`src/verilog/wdt_pkg.sv`:
```
// Shared constants, types and register map of the two-stage watchdog
package wdt_pkg;

  // Data path widths
  localparam int CNT_W = 32;
  localparam int ADR_W = 8;
  localparam int SEL_W = 4;

  // Register byte offsets on the Wishbone slave
  localparam logic [7:0] OFS_LOAD   = 8'h00;
  localparam logic [7:0] OFS_VALUE  = 8'h04;
  localparam logic [7:0] OFS_CTRL   = 8'h08;
  localparam logic [7:0] OFS_INTCLR = 8'h0C;
  localparam logic [7:0] OFS_RIS    = 8'h10;
  localparam logic [7:0] OFS_MIS    = 8'h14;
  localparam logic [7:0] OFS_LOCK   = 8'h18;

  // Control register field positions
  localparam int CB_EN    = 0;
  localparam int CB_INTEN = 1;
  localparam int CB_RSTEN = 2;
  localparam int CB_STALL = 3;

  // Status and lock field positions
  localparam int SB_INT  = 0;
  localparam int SB_LOCK = 0;

  // Reset values and special codes
  localparam logic [31:0] LOAD_RST   = 32'hFFFF_FFFF;
  localparam logic [31:0] CNT_ZERO   = 32'h0000_0000;
  localparam logic [31:0] CNT_ONE    = 32'h0000_0001;
  localparam logic [31:0] DATA_ZERO  = 32'h0000_0000;
  // Unlock key; the value is arbitrary
  localparam logic [31:0] UNLOCK_KEY = 32'h5A5A_A5A5;

  // Configuration held by the block
  typedef struct packed {
    logic stallEn;
    logic resetEn;
    logic intEn;
    logic counterEn;
  } cfg_t;

  localparam cfg_t CFG_RST = '{stallEn: 1'b0, resetEn: 1'b0, intEn: 1'b0, counterEn: 1'b0};

  // Run state of the counter
  typedef enum logic [1:0] {
    ST_OFF,
    ST_RUN,
    ST_RESET
  } state_t;

endpackage : wdt_pkg

```
`src/verilog/two_stage_watchdog_timer.sv`:
```
// Two-stage watchdog timer with Wishbone register slave
`timescale 1ns/1ps

// How it works
// - 32-bit counter counts down from load value
// - Lock makes configuration writes ignored
// - Zero after enable raises interrupt
// - Enabling counter also enables the interrupt
// - After first timeout reload and keep counting
// - Zero again while pending resets if enabled
// - Interrupt clear reloads counter and resumes
// - Load write while running loads counter now
// - Loading zero raises the interrupt at once
// - Locked: enable, int enable, load unchanged
// - Lock status is readable
// - Raw and masked status read one or zero
// - Interrupt clear drops the interrupt source
// - Load value is readable back
// - Unlock restores configuration write access
// - Reset enable gates second timeout, lock-protected
// - Stall pauses counter during debug halt
// - Current counter value readable anytime
module two_stage_watchdog_timer
(
  input  wire logic        clk,         // 250 MHz system clock
  input  wire logic        rst_b,       // Asynchronous reset, active low
  input  wire logic        wbCyc,       // Wishbone cycle
  input  wire logic        wbStb,       // Wishbone strobe
  input  wire logic        wbWe,        // Wishbone write enable
  input  wire logic [3:0]  wbSel,       // Wishbone byte lanes
  input  wire logic [7:0]  wbAdr,       // Wishbone byte address
  input  wire logic [31:0] wbDatWr,     // Wishbone write data
  output logic      [31:0] wbDatRd,     // Wishbone read data
  output logic             wbAck,       // Wishbone acknowledge
  input  wire logic        dbgHalt,     // Processor halted by debugger
  output logic             irq,         // Watchdog interrupt, masked
  output logic             sysResetOut  // System reset request
);

  ////////////////////////////////////////////////////////////////////////////
  // Reset and pin synchronisation

  logic rstSync_b;
  logic haltSync;

  wdt_rst_sync u_rst_sync
  (
    .clk       (clk),
    .rst_b     (rst_b),
    .rstSync_b (rstSync_b)
  );

  wdt_sync2 u_halt_sync
  (
    .clk     (clk),
    .rst_b   (rstSync_b),
    .asyncIn (dbgHalt),
    .syncOut (haltSync)
  );

  ////////////////////////////////////////////////////////////////////////////
  // State

  logic [31:0]           count_r;
  logic [31:0]           countNxt;
  logic [31:0]           load_r;
  logic [31:0]           loadNxt;
  wdt_pkg::cfg_t         cfg_r;
  wdt_pkg::cfg_t         cfgNxt;
  wdt_pkg::state_t       state_r;
  wdt_pkg::state_t       stateNxt;
  logic                  intRaw_r;
  logic                  intRawNxt;
  logic                  lock_r;
  logic                  lockNxt;
  logic                  ackNxt;
  logic [31:0]           datNxt;
  logic                  irqNxt;
  logic                  resetNxt;

  // Decoded events, kept visible for the checks below
  logic                  access;
  logic                  wr;
  logic                  halted;
  logic                  tick;
  logic                  timeout;
  logic                  loadWr;
  logic                  ctrlWr;
  logic                  intClr;
  logic                  intSet;
  logic [31:0]           loadMrg;

  ////////////////////////////////////////////////////////////////////////////
  // Bus decode and events

  // A request is served once; ack drops in the cycle after it was given
  always_comb
  begin
    access  = wbCyc & wbStb & ~wbAck;
    wr      = access & wbWe;
    halted  = cfg_r.stallEn & haltSync;
    tick    = (state_r == wdt_pkg::ST_RUN) & ~halted;
    timeout = tick & (count_r == wdt_pkg::CNT_ZERO);
    // Configuration writes pass only while unlocked
    loadWr  = wr & ~lock_r & (wbAdr == wdt_pkg::OFS_LOAD);
    ctrlWr  = wr & ~lock_r & (wbAdr == wdt_pkg::OFS_CTRL);
    // Clearing is not configuration, so the lock does not block it
    intClr  = wr & (wbAdr == wdt_pkg::OFS_INTCLR);
    // Byte lanes merge into the held load value
    loadMrg = load_r;
    for (int b = 0; b < wdt_pkg::SEL_W; b++)
    begin
      if (wbSel[b])
      begin
        loadMrg[8*b +: 8] = wbDatWr[8*b +: 8];
      end
    end
    intSet  = (timeout & ~intRaw_r)
            | (loadWr & (loadMrg == wdt_pkg::CNT_ZERO));
  end

  ////////////////////////////////////////////////////////////////////////////
  // Next values of counter, configuration and flags

  always_comb
  begin
    countNxt  = count_r;
    loadNxt   = load_r;
    cfgNxt    = cfg_r;
    stateNxt  = state_r;
    lockNxt   = lock_r;
    resetNxt  = sysResetOut;

    // Down counter; a zero reload is handled by the timeout path
    case (state_r)
      wdt_pkg::ST_OFF:
      begin
        countNxt = count_r;
      end
      wdt_pkg::ST_RUN:
      begin
        if (timeout)
        begin
          countNxt = load_r;
          if (intRaw_r && cfg_r.resetEn)
          begin
            stateNxt = wdt_pkg::ST_RESET;
          end
        end
        else if (tick)
        begin
          countNxt = count_r - wdt_pkg::CNT_ONE;
        end
      end
      wdt_pkg::ST_RESET:
      begin
        // Held here until the system reset comes back round
        resetNxt = 1'b1;
      end
      default:
      begin
        stateNxt = wdt_pkg::ST_OFF;
      end
    endcase

    // Clearing restarts the count from the load value
    if (intClr && state_r == wdt_pkg::ST_RUN)
    begin
      countNxt = load_r;
    end

    // New load value goes straight into a running counter
    if (loadWr)
    begin
      loadNxt = loadMrg;
      if (state_r == wdt_pkg::ST_RUN)
      begin
        countNxt = loadMrg;
      end
    end

    // Enable bits are set-only; reset and stall enables follow the write
    if (ctrlWr && wbSel[0])
    begin
      if (wbDatWr[wdt_pkg::CB_EN])
      begin
        cfgNxt.counterEn = 1'b1;
        cfgNxt.intEn     = 1'b1;
        if (state_r == wdt_pkg::ST_OFF)
        begin
          stateNxt = wdt_pkg::ST_RUN;
          countNxt = loadWr ? loadMrg : load_r;
        end
      end
      if (wbDatWr[wdt_pkg::CB_INTEN])
      begin
        cfgNxt.intEn = 1'b1;
      end
      cfgNxt.resetEn = wbDatWr[wdt_pkg::CB_RSTEN];
      cfgNxt.stallEn = wbDatWr[wdt_pkg::CB_STALL];
    end

    // Key unlocks, any other value locks
    if (wr && wbAdr == wdt_pkg::OFS_LOCK)
    begin
      lockNxt = (wbDatWr != wdt_pkg::UNLOCK_KEY);
    end

    // A set in the same cycle as a clear wins
    intRawNxt = intSet | (intRaw_r & ~intClr);
    irqNxt    = intRawNxt & cfgNxt.intEn;
  end

  ////////////////////////////////////////////////////////////////////////////
  // Read data and acknowledge

  // Unmapped addresses answer with zero so the master never hangs
  always_comb
  begin
    ackNxt = access;
    datNxt = wdt_pkg::DATA_ZERO;
    if (access && !wbWe)
    begin
      if (wbAdr == wdt_pkg::OFS_LOAD)
      begin
        datNxt = load_r;
      end
      else if (wbAdr == wdt_pkg::OFS_VALUE)
      begin
        datNxt = count_r;
      end
      else if (wbAdr == wdt_pkg::OFS_CTRL)
      begin
        datNxt[wdt_pkg::CB_EN]    = cfg_r.counterEn;
        datNxt[wdt_pkg::CB_INTEN] = cfg_r.intEn;
        datNxt[wdt_pkg::CB_RSTEN] = cfg_r.resetEn;
        datNxt[wdt_pkg::CB_STALL] = cfg_r.stallEn;
      end
      else if (wbAdr == wdt_pkg::OFS_RIS)
      begin
        datNxt[wdt_pkg::SB_INT] = intRaw_r;
      end
      else if (wbAdr == wdt_pkg::OFS_MIS)
      begin
        datNxt[wdt_pkg::SB_INT] = intRaw_r & cfg_r.intEn;
      end
      else if (wbAdr == wdt_pkg::OFS_LOCK)
      begin
        datNxt[wdt_pkg::SB_LOCK] = lock_r;
      end
    end
  end

  ////////////////////////////////////////////////////////////////////////////
  // Registers

  // Every output comes from here; reset returns disabled and unlocked
  always_ff @(posedge clk or negedge rstSync_b)
  begin
    if (!rstSync_b)
    begin
      count_r     <= wdt_pkg::LOAD_RST;
      load_r      <= wdt_pkg::LOAD_RST;
      cfg_r       <= wdt_pkg::CFG_RST;
      state_r     <= wdt_pkg::ST_OFF;
      intRaw_r    <= 1'b0;
      lock_r      <= 1'b0;
      wbAck       <= 1'b0;
      wbDatRd     <= wdt_pkg::DATA_ZERO;
      irq         <= 1'b0;
      sysResetOut <= 1'b0;
    end
    else
    begin
      count_r     <= countNxt;
      load_r      <= loadNxt;
      cfg_r       <= cfgNxt;
      state_r     <= stateNxt;
      intRaw_r    <= intRawNxt;
      lock_r      <= lockNxt;
      wbAck       <= ackNxt;
      wbDatRd     <= datNxt;
      irq         <= irqNxt;
      sysResetOut <= resetNxt;
    end
  end
endmodule : two_stage_watchdog_timer

```
`src/verilog/wdt_rst_sync.sv`:
```
// Reset synchroniser: asynchronous assert, release through two flip-flops
`timescale 1ns/1ps
module wdt_rst_sync
(
  input  wire logic clk,       // System clock
  input  wire logic rst_b,     // Raw reset, active low
  output logic      rstSync_b  // Synchronised reset, active low
);

  logic stage1_r;

  // First stage takes a constant, second takes the first; release walks through two edges
  always_ff @(posedge clk or negedge rst_b)
  begin
    if (!rst_b)
    begin
      stage1_r  <= 1'b0;
      rstSync_b <= 1'b0;
    end
    else
    begin
      stage1_r  <= 1'b1;
      rstSync_b <= stage1_r;
    end
  end

endmodule : wdt_rst_sync

```
`src/verilog/wdt_sync2.sv`:
```
// Two flip-flop level synchroniser for an asynchronous pin
`timescale 1ns/1ps
module wdt_sync2
(
  input  wire logic clk,      // System clock
  input  wire logic rst_b,    // Synchronised reset, active low
  input  wire logic asyncIn,  // Pin from outside the clock domain
  output logic      syncOut   // Level safe to use in clk domain
);

  logic meta_r;

  // First stage feeds only the second stage
  always_ff @(posedge clk or negedge rst_b)
  begin
    if (!rst_b)
    begin
      meta_r  <= 1'b0;
      syncOut <= 1'b0;
    end
    else
    begin
      meta_r  <= asyncIn;
      syncOut <= meta_r;
    end
  end

endmodule : wdt_sync2

```
`config.mk`:
```
export PLATFORM = sky130hd
export DESIGN_NAME = two_stage_watchdog_timer
export DESIGN_NICKNAME = d
export VERILOG_FILES = /design/src/verilog/wdt_pkg.sv /design/src/verilog/two_stage_watchdog_timer.sv /design/src/verilog/wdt_rst_sync.sv /design/src/verilog/wdt_sync2.sv
export SDC_FILE = /design/constraint.sdc
export NUM_CORES = 1
export LEC_CHECK = 0
export BUFFER_PORTS_ARGS = -buffer_cell sky130_fd_sc_hd__buf_2
export CAP_MARGIN = 20
export CORE_MARGIN = 1
export CORE_UTILIZATION = 55
export DETAILED_ROUTE_END_ITERATION = 6
export PLACE_DENSITY = 0.78
export SETUP_SLACK_MARGIN = 0.5
export SLEW_MARGIN = 10
export SYNTH_ARGS = -nofsm -noshare
export SYNTH_HDL_FRONTEND = slang
export SYNTH_HIERARCHICAL = 1
export SYNTH_SLANG_ARGS = --single-unit
export TNS_END_PERCENT = 30
```
`constraint.sdc`:
```
create_clock -name clk -period 6.1 [get_ports clk]
set_input_delay 1.22 -clock clk [delete_from_list [all_inputs] [get_ports clk]]
set_output_delay 1.22 -clock clk [all_outputs]
set_load 0.1 [all_outputs]
```
==> out/results.tsv <==
stage	metric	value	unit
sta	rsz0062_at_grt	false	
critical_path	end_kind	flop	
pwr	p_per_area	232	mW/mm^2
place	place_area	0.00721	sq mm
detailed_routing	firstDrtPassIters	7	
floorplanning	core-area	0.0116	sq mm
synthesis	yosysTopAreaCellShare	25.2	%
critical_path	rr_endpoint	count_r[11]$_DFF_PN1_	
synthesis	ys_top_cells_by_area	dfstp_2 25%, dfrtp_1 18%, mux2_2 7.4%	
critical_path	crit_end	count_r[15]$_DFF_PN1_	
floorplanning	rows	39	
critical_path	crit_path_max_fanout	16	
sta	period_share	58.6	%
sta	hold_viol_final	0	
critical_path	max_stage_delay	0.77	ns
detailed_routing	top_layer	met4	
detailed_routing	vias	6295	
clock_network	cts.reportedPaths.clkPinSlew	0.07	ns
critical_path	critPathTopFamily	simple AND/OR/NAND/NOR gates	
synthesis	yosysWarnings	6	
cells_and_area	drive_gt1_share	31.5	%
synthesis	post-synth-top-count-cell	nor2_1	
clock_network	htree_levels	3	
critical_path	path_cells	buf_2 -> nor4_1 -> and3_1 -> nand2_1 -> a21boi_0 -> o21ai_1 -> a222oi_1	
synthesis	ys_ff_latch	111	
critical_path	cp.depth	7	
sta	setup_violations	0	
sta	post-route-min-period	3.57	ns
global_route	grt_start_max_net_pins	60	
critical_path	arrival	3.83	ns
clock_network	cts_made_buffers	9	
clock_network	cts-hold-fix-buffers	0	
synthesis	synth_top_area_cell	dfstp_2	
clock_network	clockBufferDepth	2	
worst_hold_path	min_path_type	flop to async pin	
pwr	peakVddDrop	0.235	mV
floorplanning	num_io_pins	85	
clock_network	cts_tree	built	
critical_path	critical_path_buf_inv_count	1	
cells_and_area	fin_area	0.00753	sq mm
synthesis	syn_nets	755	
synthesis	yosysSeqAreaShare	42.8	%
critical_path	worst-setup-path-type	input port to flop	
clock_network	clkLatencyLatePin	0.36	ns
synthesis	synth_cell_type_count	73	
detailed_routing	routed_wl	22800	um
cells_and_area	nNetsFinal	820	
detailed_routing	drtAntennaViolNets	0	
floorplanning	die_w	112	um
global_route	grt_overflow	0	
outcome	failed_checks	design-rule violations	
critical_path	r2r_setup_slack	2.65	ns
synthesis	ys.flop_type	dfstp_2	
synthesis	yosys-top-cells-count	83 x nor2_1, 64 x dfstp_2, 48 x mux2i_1	
critical_path	cp-start-kind	input port	
synthesis	synth_area	0.00668	sq mm
job	drv_cap	0	
detailed_routing	wl_met1	9420	um
critical_path	worstSetupStartpoint	wbAdr[4]	
cells_and_area	area_growth	12.6	%
detailed_routing	drtIter0Drc	721	
synthesis	synth_edf_count	0	
place	io_buffers	84	
synthesis	syn_inst	704	
global_route	grt_pass1_wl	35500	um
global_route	grt_pass1_vias	5997	
clock_network	cts.sinks	111	
critical_path	r2r_cells	6	
detailed_routing	dr_wl_met2	10300	um
place	hpwl	16300	um
outcome	outcome	finished with violations	
detailed_routing	drcViolationCount	3	
floorplanning	die_h	112	um
sta	tightest_slew	0.977	ns
sta	fmax	0.280	GHz
synthesis	asyncSetResetFlopFracSynth	100	%
global_route	grt_usage	37.7	%
sta	fin_setup_tns	0	ns
place	gp_congestion	1.01	
clock_network	root_buffer	clkbuf_16	
critical_path	rr_startpoint	count_r[16]$_DFF_PN1_	
critical_path	cp.required	6.36	ns
floorplanning	start_util	57.6	%
clock_network	cts_resized	0	
sta	relSlewSlack	34.6	%
critical_path	slowest_stage	and3_1	
detailed_routing	wl_met3	2390	um
cells_and_area	antenna_cells	0	
pwr	cellLeakagePower	0.00333	uW
clock_network	cts_setup_buffers	0	
global_route	grt_antenna_before_repair	0	
detailed_routing	viasPerCell	6.86	
detailed_routing	wl_per_cell	24.9	um
floorplanning	dieArea	0.0126	sq mm
sta	slew_viol_final	0	
synthesis	avgSynthCellArea	9.49	sq um
sta	skew	0.00749	ns
[logic make-up (layout without fill, tap and decap cells)]
family          count (synthesis)  count (layout)  share of synthesized area, %
flops                         111             111                          42.8
compound gates                158             158                          15.4
xor+xnor                       11              11                          1.44
buf+inv                        50             120                          3.03
simple gates                  279             279                          22.3
mux                            93              93                          14.8
other cells                     1               1                        0.0561
fa+ha+maj                       1               1                         0.187
[registers in the layout, summed over array words and instances (netlist names), 2 cells and up]
signal	flops
cfg_r	4
count_r	32
load_r	32
state_r	2
wbDatRd	32
[layout make-up]
| class | count | area (sq um) |
|---|---|---|
| fillers | 1000 | 4090 |
| multi-input cells | 543 | 3640 |
| flip-flops and latches | 111 | 2860 |
| repair buffers | 93 | 488 |
| clock buffers | 10 | 229 |
| well taps | 143 | 179 |
| clock inverters | 6 | 91.3 |
| inverters | 11 | 41.3 |
[metal layers]
metal,GRT usage [%],vias up
li1,-,2748
met1,52.3,3099
met2,57.8,393
met3,9.61,55
met4,12.6,0
met5,0,-
[worst min path at each step]
stage / from / end / slack [ns] / cells past startpoint
after floorplan: u_halt_sync/meta_r$_DFF_PN0_ / u_halt_sync/syncOut$_DFF_PN0_ / 0.33 / 0
after global placement: u_halt_sync/meta_r$_DFF_PN0_ / u_halt_sync/syncOut$_DFF_PN0_ / 0.34 / 0
after detailed placement: u_rst_sync/stage1_r$_DFF_PN0_ / u_rst_sync/rstSync_b$_DFF_PN0_ / 0.35 / 0
after CTS: u_halt_sync/meta_r$_DFF_PN0_ / u_halt_sync/syncOut$_DFF_PN0_ / 0.37 / 0
after global routing: u_halt_sync/meta_r$_DFF_PN0_ / u_halt_sync/syncOut$_DFF_PN0_ / 0.38 / 0
final: u_rst_sync/rstSync_b$_DFF_PN0_ / wbDatRd[24]$_DFF_PN0_ / 0.36 / 0
[report_power, final]
group,leakage (uW),total (uW),internal [uW],switching (uW)
Clock,0.000157,641,363,278
Sequential,0.00130,864,800,64.5
Combinational,0.00187,241,97.9,143
Total,0.00333,1750,1260,486
[stage by stage]
stage	cells	util [%]	total power [uW]	worst slack, ns	hold WS (ns)
2_1_floorplan	704	-	1010	2.83	0.331
5_1_grt	917	64.8	1810	2.26	0.377
3_3_place_gp	901	62.1	1110	2.19	0.337
4_1_cts	917	64.8	1750	2.57	0.370
3_5_place_dp	901	62.1	1110	2.19	0.350
6_report	917	64.8	1750	2.53	0.362
[cell usage in the layout, fill, tap and decap left out, types with 4 or more instances in the layout]
cell,Yosys,final
nor2_1,83,83
o22ai_1,8,8
buf_4,0,9
o211ai_1,5,5
nand2b_1,7,7
nand2_1,45,45
xor2_1,8,8
a21oi_1,31,31
mux2i_1,48,48
buf_2,6,84
nand4_1,12,12
nand3b_1,4,4
nor3_1,22,22
nand3_1,18,18
o31ai_1,7,7
dfrtp_1,47,46
and3_1,6,6
and2_1,4,4
dfstp_2,64,64
o21ai_0,42,42
or4_1,8,8
clkbuf_16,0,9
mux2_2,44,44
o21a_1,5,5
or2_2,12,12
o221ai_1,7,7
nor4_1,17,17
inv_1,11,11
nand4b_1,5,5
a31oi_1,10,10
a211oi_1,8,8
or3_1,12,12
Power figures use the tool's default switching activity.
